File: src/core/asc_pkg.sv
/*
 * constants, field layouts and types of the scan configuration and
 * interrupt enable block.
 * assumes one 100 MHz clock and a word-wide register port.
 */
package asc_pkg;
    localparam int unsigned DATA_W     = 32;
    localparam int unsigned RAW_W      = 12;
    localparam int unsigned RESULT_W   = 16;
    localparam int unsigned ACC_W      = 24;
    localparam int unsigned FLAG_W     = 10;

    // byte offsets
    localparam logic [7:0] OFF_CMD     = 8'h00;
    localparam logic [7:0] OFF_CTRL    = 8'h04;
    localparam logic [7:0] OFF_STATUS  = 8'h08;
    localparam logic [7:0] OFF_SCANCFG = 8'h10;
    localparam logic [7:0] OFF_IEN     = 8'h14;
    localparam logic [7:0] OFF_IF      = 8'h18;
    localparam logic [7:0] OFF_IFS     = 8'h1c;
    localparam logic [7:0] OFF_IFC     = 8'h20;
    localparam logic [7:0] OFF_SDATA   = 8'h24;
    localparam logic [7:0] OFF_QDATA   = 8'h28;

    // command bits
    localparam int unsigned CMD_SINGLE_START = 0;
    localparam int unsigned CMD_SINGLE_HALT  = 1;
    localparam int unsigned CMD_SEQ_START    = 2;
    localparam int unsigned CMD_SEQ_HALT     = 3;

    // scan configuration fields
    localparam int unsigned CFG_REP    = 0;
    localparam int unsigned CFG_INPUT_PAIR_MODE   = 1;
    localparam int unsigned CFG_ADJ    = 2;
    localparam int unsigned CFG_RES    = 4;
    localparam int unsigned CFG_MASK   = 8;
    localparam logic [31:0] CFG_WMASK  = 32'h0000_ff37;
    localparam logic [31:0] CFG_RST    = 32'h0000_0000;

    // control fields
    localparam int unsigned CTL_OVS    = 0;
    localparam int unsigned CTL_SCHAN  = 8;
    localparam logic [31:0] CTL_WMASK  = 32'h0000_070f;
    localparam logic [31:0] CTL_RST    = 32'h0000_0000;
    localparam logic [3:0]  OVS_MAX    = 4'h b;

    // flag and enable bits
    localparam int unsigned FLG_SINGLE    = 0;
    localparam int unsigned FLG_SCAN      = 1;
    localparam int unsigned FLG_SINGLE_OF = 8;
    localparam int unsigned FLG_SCAN_OF   = 9;
    localparam logic [9:0]  FLG_IMPL      = 10'h303;
    localparam logic [9:0]  IEN_RST       = 10'h000;

    // left-align shift per resolution
    localparam logic [4:0] LSH_TWELVE = 5'h04;
    localparam logic [4:0] LSH_EIGHT  = 5'h08;
    localparam logic [4:0] LSH_SIX    = 5'h0a;

    typedef enum logic [1:0] {
        twelve_bit_code = 2'h0,
        eight_bit_code  = 2'h1,
        six_bit_code    = 2'h2,
        oversample_code = 2'h3
    } asc_res_t;

    typedef enum logic [2:0] {
        st_idle  = 3'b001,
        st_start = 3'b010,
        st_wait  = 3'b100
    } asc_state_t;
endpackage : asc_pkg

File: src/core/asc_scan_ctrl.sv
/*
 * scan and single conversion control: configuration, sequencing,
 * result formatting, interrupt enable and flags.
 * assumes a converter that takes a start pulse and a channel and
 * later returns one raw sample with a one-cycle done pulse.
 */
`timescale 1ns/100ps
module asc_scan_ctrl #(
    parameter int unsigned ADDR_W = 8
) (
    // clock and reset
    input  wire logic              clk_sys,
    input  wire logic              reset,
    // register port
    input  wire logic [ADDR_W-1:0] reg_addr,
    input  wire logic [31:0]       reg_wdata,
    input  wire logic              reg_wr,
    input  wire logic              reg_rd,
    output logic      [31:0]       reg_rdata_q,
    // converter port
    output logic                   conv_start_q,
    output logic      [2:0]        conv_chan_q,
    output logic                   conv_input_pair_mode_q,
    input  wire logic              conv_done,
    input  wire logic [11:0]       conv_data,
    // status
    output logic                   irq_q,
    output logic                   seq_active_q
);
    asc_pkg::asc_state_t state_q, state_d;
    logic        scan_q, scan_d;
    logic [2:0]  idx_q, idx_d;
    logic [23:0] acc_q, acc_d;
    logic [12:0] cnt_q, cnt_d;
    logic [31:0] cfg_q, cfg_d;
    logic [31:0] ctl_q, ctl_d;
    logic [9:0]  ien_q, ien_d;
    logic [15:0] sdata_q, sdata_d;
    logic [15:0] qdata_q, qdata_d;
    logic        svld_q, svld_d;
    logic        qvld_q, qvld_d;
    logic        start_d;
    logic [2:0]  chan_d;
    logic        input_pair_mode_d;
    logic        active_d;
    logic [31:0] rdata_d;
    logic [9:0]  hw_set;
    logic [9:0]  sw_set;
    logic [9:0]  sw_clr;
    logic [9:0]  flag_q;

    // decoded fields
    logic                 wr_cmd;
    logic                 cfg_rep;
    logic                 cfg_input_pair_mode;
    logic                 cfg_adj;
    asc_pkg::asc_res_t    cfg_res;
    logic [7:0]           cfg_mask;
    logic [3:0]           ovs_rate;
    logic [12:0]          ovs_last;
    logic [23:0]          sum;
    logic [27:0]          ovs_wide;
    logic [15:0]          val;
    logic [4:0]           lsh;
    logic [15:0]          result;
    logic [3:0]           nxt;
    logic [3:0]           first;

    // lowest selected input at or above from; bit 3 set when none
    function automatic logic [3:0] next_sel(input logic [7:0] mask,
                                            input logic [3:0] from,
                                            input logic       input_pair_mode);
        logic [3:0] r;
        r = 4'h8;
        for (int i = 7; i >= 0; i--) begin
            if ((4'(i) >= from) && mask[i] && (!input_pair_mode || i < 4)) begin
                r = {1'b0, 3'(i)};
            end
        end
        return r;
    endfunction : next_sel

    always_comb begin
        wr_cmd   = reg_wr && (reg_addr == ADDR_W'(asc_pkg::OFF_CMD));
        cfg_rep  = cfg_q[asc_pkg::CFG_REP];
        cfg_input_pair_mode = cfg_q[asc_pkg::CFG_INPUT_PAIR_MODE];
        cfg_adj  = cfg_q[asc_pkg::CFG_ADJ];
        cfg_res  = asc_pkg::asc_res_t'(cfg_q[asc_pkg::CFG_RES +: 2]);
        cfg_mask = cfg_q[asc_pkg::CFG_MASK +: 8];
        ovs_rate = ctl_q[asc_pkg::CTL_OVS +: 4];
        if (ovs_rate > asc_pkg::OVS_MAX) begin
            ovs_rate = asc_pkg::OVS_MAX;
        end
        ovs_last = 13'((14'h0002 << ovs_rate) - 14'h0001);
        sum      = acc_q + {12'h000, conv_data};
        ovs_wide = {sum, 4'h0} >> (ovs_rate + 4'h1);
        // result width per resolution
        unique case (cfg_res)
            asc_pkg::twelve_bit_code: begin
                val = {4'h0, conv_data};
                lsh = asc_pkg::LSH_TWELVE;
            end
            asc_pkg::eight_bit_code: begin
                val = {8'h00, conv_data[11:4]};
                lsh = asc_pkg::LSH_EIGHT;
            end
            asc_pkg::six_bit_code: begin
                val = {10'h000, conv_data[11:6]};
                lsh = asc_pkg::LSH_SIX;
            end
            asc_pkg::oversample_code: begin
                val = ovs_wide[15:0];
                lsh = 5'h00;
            end
        endcase
        result = cfg_adj ? (val << lsh) : val;
        first  = next_sel(cfg_mask, 4'h0, cfg_input_pair_mode);
        nxt    = next_sel(cfg_mask, {1'b0, idx_q} + 4'h1, cfg_input_pair_mode);
    end

    // register writes
    always_comb begin
        cfg_d = cfg_q;
        ctl_d = ctl_q;
        ien_d = ien_q;
        if (reg_wr && reg_addr == ADDR_W'(asc_pkg::OFF_SCANCFG)) begin
            cfg_d = reg_wdata & asc_pkg::CFG_WMASK;
        end
        if (reg_wr && reg_addr == ADDR_W'(asc_pkg::OFF_CTRL)) begin
            ctl_d = reg_wdata & asc_pkg::CTL_WMASK;
        end
        if (reg_wr && reg_addr == ADDR_W'(asc_pkg::OFF_IEN)) begin
            ien_d = reg_wdata[9:0] & asc_pkg::FLG_IMPL;
        end
        sw_set = (reg_wr && reg_addr == ADDR_W'(asc_pkg::OFF_IFS)) ? reg_wdata[9:0] : 10'h000;
        sw_clr = (reg_wr && reg_addr == ADDR_W'(asc_pkg::OFF_IFC)) ? reg_wdata[9:0] : 10'h000;
    end

    // sequencer
    always_comb begin
        state_d = state_q;
        scan_d  = scan_q;
        idx_d   = idx_q;
        acc_d   = acc_q;
        cnt_d   = cnt_q;
        sdata_d = sdata_q;
        qdata_d = qdata_q;
        svld_d  = svld_q;
        qvld_d  = qvld_q;
        start_d = 1'b0;
        chan_d  = conv_chan_q;
        input_pair_mode_d  = conv_input_pair_mode_q;
        hw_set  = 10'h000;
        // reading a result frees its slot
        if (reg_rd && reg_addr == ADDR_W'(asc_pkg::OFF_SDATA)) begin
            svld_d = 1'b0;
        end
        if (reg_rd && reg_addr == ADDR_W'(asc_pkg::OFF_QDATA)) begin
            qvld_d = 1'b0;
        end
        unique case (state_q)
            asc_pkg::st_idle: begin
                if (wr_cmd && reg_wdata[asc_pkg::CMD_SEQ_START] && !first[3]) begin
                    scan_d  = 1'b1;
                    idx_d   = first[2:0];
                    state_d = asc_pkg::st_start;
                end else if (wr_cmd && reg_wdata[asc_pkg::CMD_SINGLE_START]) begin
                    scan_d  = 1'b0;
                    idx_d   = ctl_q[asc_pkg::CTL_SCHAN +: 3];
                    state_d = asc_pkg::st_start;
                end
            end
            asc_pkg::st_start: begin
                start_d = 1'b1;
                input_pair_mode_d  = scan_q && cfg_input_pair_mode;
                chan_d  = input_pair_mode_d ? {idx_q[1:0], 1'b0} : idx_q;
                state_d = asc_pkg::st_wait;
            end
            asc_pkg::st_wait: begin
                if (conv_done) begin
                    if (cfg_res == asc_pkg::oversample_code && cnt_q != ovs_last) begin
                        acc_d   = sum;
                        cnt_d   = cnt_q + 13'h0001;
                        state_d = asc_pkg::st_start;
                    end else begin
                        acc_d = 24'h00_0000;
                        cnt_d = 13'h0000;
                        if (!scan_q) begin
                            hw_set[asc_pkg::FLG_SINGLE]    = 1'b1;
                            hw_set[asc_pkg::FLG_SINGLE_OF] = svld_d;
                            sdata_d = result;
                            svld_d  = 1'b1;
                            state_d = asc_pkg::st_idle;
                        end else begin
                            hw_set[asc_pkg::FLG_SCAN_OF] = qvld_d;
                            qdata_d = result;
                            qvld_d  = 1'b1;
                            if (!nxt[3]) begin
                                idx_d   = nxt[2:0];
                                state_d = asc_pkg::st_start;
                            end else begin
                                hw_set[asc_pkg::FLG_SCAN] = 1'b1;
                                if (cfg_rep && !first[3]) begin
                                    idx_d   = first[2:0];
                                    state_d = asc_pkg::st_start;
                                end else begin
                                    state_d = asc_pkg::st_idle;
                                end
                            end
                        end
                    end
                end
            end
        endcase
        // halt drops the conversion in flight
        if (wr_cmd && state_q != asc_pkg::st_idle &&
            ((scan_q && reg_wdata[asc_pkg::CMD_SEQ_HALT]) ||
             (!scan_q && reg_wdata[asc_pkg::CMD_SINGLE_HALT]))) begin
            state_d = asc_pkg::st_idle;
            start_d = 1'b0;
            acc_d   = 24'h00_0000;
            cnt_d   = 13'h0000;
            hw_set  = 10'h000;
        end
        active_d = scan_d && (state_d != asc_pkg::st_idle);
    end

    // read data
    always_comb begin
        rdata_d = 32'h0000_0000;
        if (reg_rd) begin
            unique case (reg_addr)
                ADDR_W'(asc_pkg::OFF_CTRL):    rdata_d = ctl_q;
                ADDR_W'(asc_pkg::OFF_STATUS):  rdata_d = {28'h000_0000, qvld_q, svld_q,
                                                          seq_active_q,
                                                          state_q != asc_pkg::st_idle};
                ADDR_W'(asc_pkg::OFF_SCANCFG): rdata_d = cfg_q;
                ADDR_W'(asc_pkg::OFF_IEN):     rdata_d = {22'h00_0000, ien_q};
                ADDR_W'(asc_pkg::OFF_IF):      rdata_d = {22'h00_0000, flag_q};
                ADDR_W'(asc_pkg::OFF_SDATA):   rdata_d = {16'h0000, sdata_q};
                ADDR_W'(asc_pkg::OFF_QDATA):   rdata_d = {16'h0000, qdata_q};
                default:                       rdata_d = 32'h0000_0000;
            endcase
        end
    end

    always_ff @(posedge clk_sys) begin
        if (reset) begin
            state_q      <= asc_pkg::st_idle;
            scan_q       <= 1'b0;
            idx_q        <= 3'h0;
            acc_q        <= 24'h00_0000;
            cnt_q        <= 13'h0000;
            cfg_q        <= asc_pkg::CFG_RST;
            ctl_q        <= asc_pkg::CTL_RST;
            ien_q        <= asc_pkg::IEN_RST;
            sdata_q      <= 16'h0000;
            qdata_q      <= 16'h0000;
            svld_q       <= 1'b0;
            qvld_q       <= 1'b0;
            conv_start_q <= 1'b0;
            conv_chan_q  <= 3'h0;
            conv_input_pair_mode_q  <= 1'b0;
            seq_active_q <= 1'b0;
            reg_rdata_q  <= 32'h0000_0000;
        end else begin
            state_q      <= state_d;
            scan_q       <= scan_d;
            idx_q        <= idx_d;
            acc_q        <= acc_d;
            cnt_q        <= cnt_d;
            cfg_q        <= cfg_d;
            ctl_q        <= ctl_d;
            ien_q        <= ien_d;
            sdata_q      <= sdata_d;
            qdata_q      <= qdata_d;
            svld_q       <= svld_d;
            qvld_q       <= qvld_d;
            conv_start_q <= start_d;
            conv_chan_q  <= chan_d;
            conv_input_pair_mode_q  <= input_pair_mode_d;
            seq_active_q <= active_d;
            reg_rdata_q  <= rdata_d;
        end
    end

    asc_flags #(
        .N    (asc_pkg::FLAG_W),
        .IMPL (asc_pkg::FLG_IMPL)
    ) u_flags (
        .clk_sys  (clk_sys),
        .reset    (reset),
        .hw_set   (hw_set),
        .sw_set   (sw_set),
        .sw_clr   (sw_clr),
        .enable_d (ien_d),
        .flag_q   (flag_q),
        .irq_q    (irq_q)
    );
endmodule : asc_scan_ctrl

File: src/core/asc_flags.sv
/*
 * sticky interrupt flags with enable gating and one level interrupt.
 * assumes set, clear and enable inputs are synchronous to clk_sys.
 */
`timescale 1ns/100ps
module asc_flags #(
    parameter int unsigned     N    = 10,
    parameter logic [N-1:0]    IMPL = 10'h303
) (
    // clock and reset
    input  wire logic          clk_sys,
    input  wire logic          reset,
    // flag control
    input  wire logic [N-1:0]  hw_set,
    input  wire logic [N-1:0]  sw_set,
    input  wire logic [N-1:0]  sw_clr,
    input  wire logic [N-1:0]  enable_d,
    // state
    output logic      [N-1:0]  flag_q,
    output logic               irq_q
);
    logic [N-1:0] flag_d;
    logic         irq_d;

    genvar i;
    generate
        for (i = 0; i < N; i++) begin : g_bit
            if (IMPL[i]) begin : g_impl
                // set wins over clear
                always_comb begin
                    flag_d[i] = (flag_q[i] & ~sw_clr[i]) | hw_set[i] | sw_set[i];
                end
            end else begin : g_rsvd
                always_comb begin
                    flag_d[i] = 1'b0;
                end
            end
        end
    endgenerate

    always_comb begin
        irq_d = |(flag_d & enable_d & IMPL);
    end

    always_ff @(posedge clk_sys) begin
        if (reset) begin
            flag_q <= '0;
            irq_q  <= 1'b0;
        end else begin
            flag_q <= flag_d;
            irq_q  <= irq_d;
        end
    end
endmodule : asc_flags

File: config.mk
export PLATFORM = sky130hd
export DESIGN_NAME = asc_scan_ctrl
export DESIGN_NICKNAME = d
export VERILOG_FILES = /design/src/core/asc_pkg.sv /design/src/core/asc_scan_ctrl.sv /design/src/core/asc_flags.sv
export SDC_FILE = /design/constraint.sdc
export NUM_CORES = 1
export LEC_CHECK = 0
export ABC_AREA = 1
export BUFFER_PORTS_ARGS = -buffer_cell sky130_fd_sc_hd__buf_2
export CAP_MARGIN = 40
export CORE_MARGIN = 4
export CORE_UTILIZATION = 35
export DETAILED_ROUTE_END_ITERATION = 6
export PLACE_DENSITY_LB_ADDON = 0.2
export SETUP_SLACK_MARGIN = 0.5
export SKIP_LAST_GASP = 1
export SLEW_MARGIN = 10
export SYNTH_ARGS = -nofsm -noshare
export SYNTH_HDL_FRONTEND = slang
export SYNTH_SLANG_ARGS = --single-unit
File: constraint.sdc
create_clock -name clk_sys -period 3.9 [get_ports clk_sys]
set_clock_uncertainty 0.1 [all_clocks]
set_input_delay 0.195 -clock clk_sys [delete_from_list [all_inputs] [get_ports clk_sys]]
set_output_delay 0.195 -clock clk_sys [all_outputs]
set_load 0.02 [all_outputs]
==> flow_summary.json <==
{
  "grt_start_max_net_pins": 33,
  "synth_flop_cell": "dfxtp_1",
  "synthToLayoutAreaGrowth_pct": 15.5,
  "root_buffer": "clkbuf_16",
  "die-area_um2": 30100,
  "via_per_inst": 5.14,
  "ys_seq_area_share_pct": 26.9,
  "cts_num_sinks": 129,
  "overflow": 0,
  "gp_congestion": 0.888,
  "maxSlewHeadroom_pct": 51.3,
  "drtAntennaViolNets": 0,
  "port_buffers": 61,
  "finalHoldViolCount": 0,
  "fp.dieH_um": 174,
  "critPathRequiredTime_ns": 4.12,
  "grt_util_all_layers_pct": 19.9,
  "power_density_nw_per_um2": 280,
  "grt_pass1_vias": 9505,
  "drive_gt1_share_pct": 13.2,
  "synth-edff-count": 0,
  "dpl.hpwl_um": 22800,
  "grt_pass1_wl_um": 49100,
  "hold_class": "input pin to register",
  "report.final.slew_viol_count": 0,
  "final_core_util_pct": 41.1,
  "tns_ns": 0,
  "antenna_found_initial": 0,
  "postSynthAreaPerCell_um2": 6.17,
  "start_util_pct": 35.6,
  "firstDrtPassIters": 6,
  "criticalPathCategory": "register to register",
  "p_leak_uw": 0.00506,
  "fmax_ghz": 0.315,
  "async_flop_share_pct": 0,
  "die_w_um": 174,
  "hold_depth": 3,
  "status": "complete, no violations",
  "tightest_slew_ns": 0.723,
  "netlist_area_um2": 9600,
  "end_kind": "register",
  "clockBufferDepth": 2,
  "drc_errors": 0,
  "synth_seq_cells": 129,
  "period_share_pct": 81.5,
  "maxCapViolations": 0,
  "power.total_uw": 3100,
  "cts_tree": "yes",
  "synth_warnings": 0,
  "core_area_um2": 27000,
  "startpoint_type": "register",
  "num_rows": 60,
  "avgRoutedWirePerCell_um": 15.3,
  "postSynthCellCount": 1556,
  "dr.first_iter.drc_count": 822,
  "synth_top_cell_area_share_pct": 26.9,
  "setup_violations": 0,
  "diodes": 0,
  "insertion_delay_ns": 0.44,
  "vdd_drop_max_mv": 0.266,
  "rrSetupSlack_ns": 0.72,
  "clk_pin_slew_ns": 0.07,
  "vias": 10144,
  "synth_area_leaders": "dfxtp_1 27%, nand3_1 15%, nand2_1 14%",
  "cts_buffers": 17,
  "rsz0062_at_grt": "true",
  "io_pins": 96,
  "crit_arrival_ns": 3.40,
  "reg2reg_depth": 22,
  "yosysTopAreaCell": "dfxtp_1",
  "critPathMaxFanout": 4,
  "cts_max_level": 4,
  "ys_types": 56,
  "drt_wl_total_um": 30100,
  "finalCriticalPeriod_ns": 3.18,
  "fin_nets": 1704
}
routing by layer:
layer / global-route usage (%) / routed length [um] / vias to the layer above
li1: - / - / 5231
met1: 28.4 / 14500 / 4605
met2: 31.2 / 13300 / 269
met3: 3.21 / 1690 / 39
met4: 5.38 / 575 / 0
met5: 0 / 0 / -
timing repair:
action / in CTS / in global routing
endpoints found under the setup margin: 33 / 71
endpoints found under the hold margin: 9 / 0
buffers inserted: 1 / 3
gates cloned: 2 / 0
hold buffers: 8 / 0
pin swaps: 1 / 4
resized for setup: 9 / 29
where the power goes:
part	switching, uW	internal, uW
sequential	0.675	1320
clock	653	927
combinational	141	64.2
total	795	2310
layout make-up:
type / instances / area [um^2]
sequential: 129 / 2580
clock buffer: 20 / 467
clock inverter: 12 / 109
multi-input combinational: 1147 / 6020
inverter: 227 / 868
timing repair buffer: 95 / 601
tap: 341 / 427
fill: 2923 / 15900
timing repair inverter: 1 / 8.76
worst paths after layout:
path	endpoint	from
max reg2reg	qdata_q[15]	acc_q[0]
min reg2reg	conv_chan_q[0]	conv_chan_q[0]
min	ctl_q[3]	reg_wdata[3]
max	qdata_q[15]	acc_q[0]
cells in the final DEF, fill, tap and decap left out, drive strengths merged, types with 3 or more instances in the layout:
cell / netlist / routed
o22ai: 13 / 13
a221oi: 10 / 10
conb: 1 / 16
nor4: 5 / 5
nand2: 370 / 370
clkbuf: 30 / 20
o211ai: 15 / 15
or2: 10 / 10
nand3b: 3 / 3
o21ai: 59 / 59
clkinvlp: 0 / 5
ha: 28 / 28
buf: 39 / 87
nor3: 23 / 23
dlygate4sd3: 0 / 8
and2: 4 / 4
nand3: 292 / 292
xnor2: 5 / 5
o21a: 6 / 6
inv: 223 / 224
clkinv: 4 / 10
a211oi: 5 / 5
nand4: 23 / 23
dfxtp: 129 / 129
xor2: 11 / 11
nor2: 122 / 123
a21oi: 112 / 112
critical path: stages, from the launching register on:
cell     delay, ns
dfxtp_1       0.32
ha_2          0.21
fa_1          0.43
nand3_2       0.11
inv_1         0.06
nand2_1       0.09
nand3_2       0.11
nand2_1       0.10
nand2_1       0.09
nand2_1       0.07
nand2_1       0.10
nand3_1       0.11
nand3_1       0.11
nand3_1       0.13
nand3_1       0.10
nand2_1       0.09
nand2_1       0.09
nand3_1       0.12
nand3_2       0.11
nand3_2       0.12
nand3_1       0.12
nor2_1        0.12
nor2_1        0.05
kinds of logic after synthesis:
logic type                 Yosys count  synth area share (%)
AOI/OAI and AO/OA                  231                  14.2
xor gates and xnor gates            16                  1.46
adders and majority gates           29                  3.86
buffers and inverters              296                  12.7
DFF                                129                  26.9
other                                1                0.0391
and+or+nand+nor                    854                  40.9
flip-flops by register name, summed over array words and instances (netlist names), 4 cells and up:
register	cells
ien_q	4
qdata_q	16
cfg_q	13
cnt_q	13
acc_q	24
u_flags.flag_q	4
reg_rdata_q	16
ctl_q	7
sdata_q	16
Yosys cell counts (6+ instances only):
library cell and n:
ha_1 28, inv_2 15, buf_4 16, nand3_2 8
xor2_1 11, clkbuf_1 30, a21oi_1 111, nor2_1 111
nor3_1 21, o21a_1 6, buf_1 12, nor2_2 6
a221oi_1 10, nand2_1 362, nand3_1 284, buf_2 7
o22ai_1 13, o21ai_0 54, nand4_1 23, o211ai_1 10
dfxtp_1 129, or2_2 8, inv_1 205
through the flow:
step	cells	hold slack (ns)	instance area, um^2	setup WS (ns)
after floorplan	1571	0.230	9650	0.519
after global placement	1925	0.316	10200	0.347
after detailed placement	1926	0.331	10200	0.302
after CTS	1969	0.0115	10900	0.533
after global routing	1972	0.0410	11100	0.488
final	1972	0.0315	11100	0.722
Note: power is estimated with default switching activity, not from simulation.
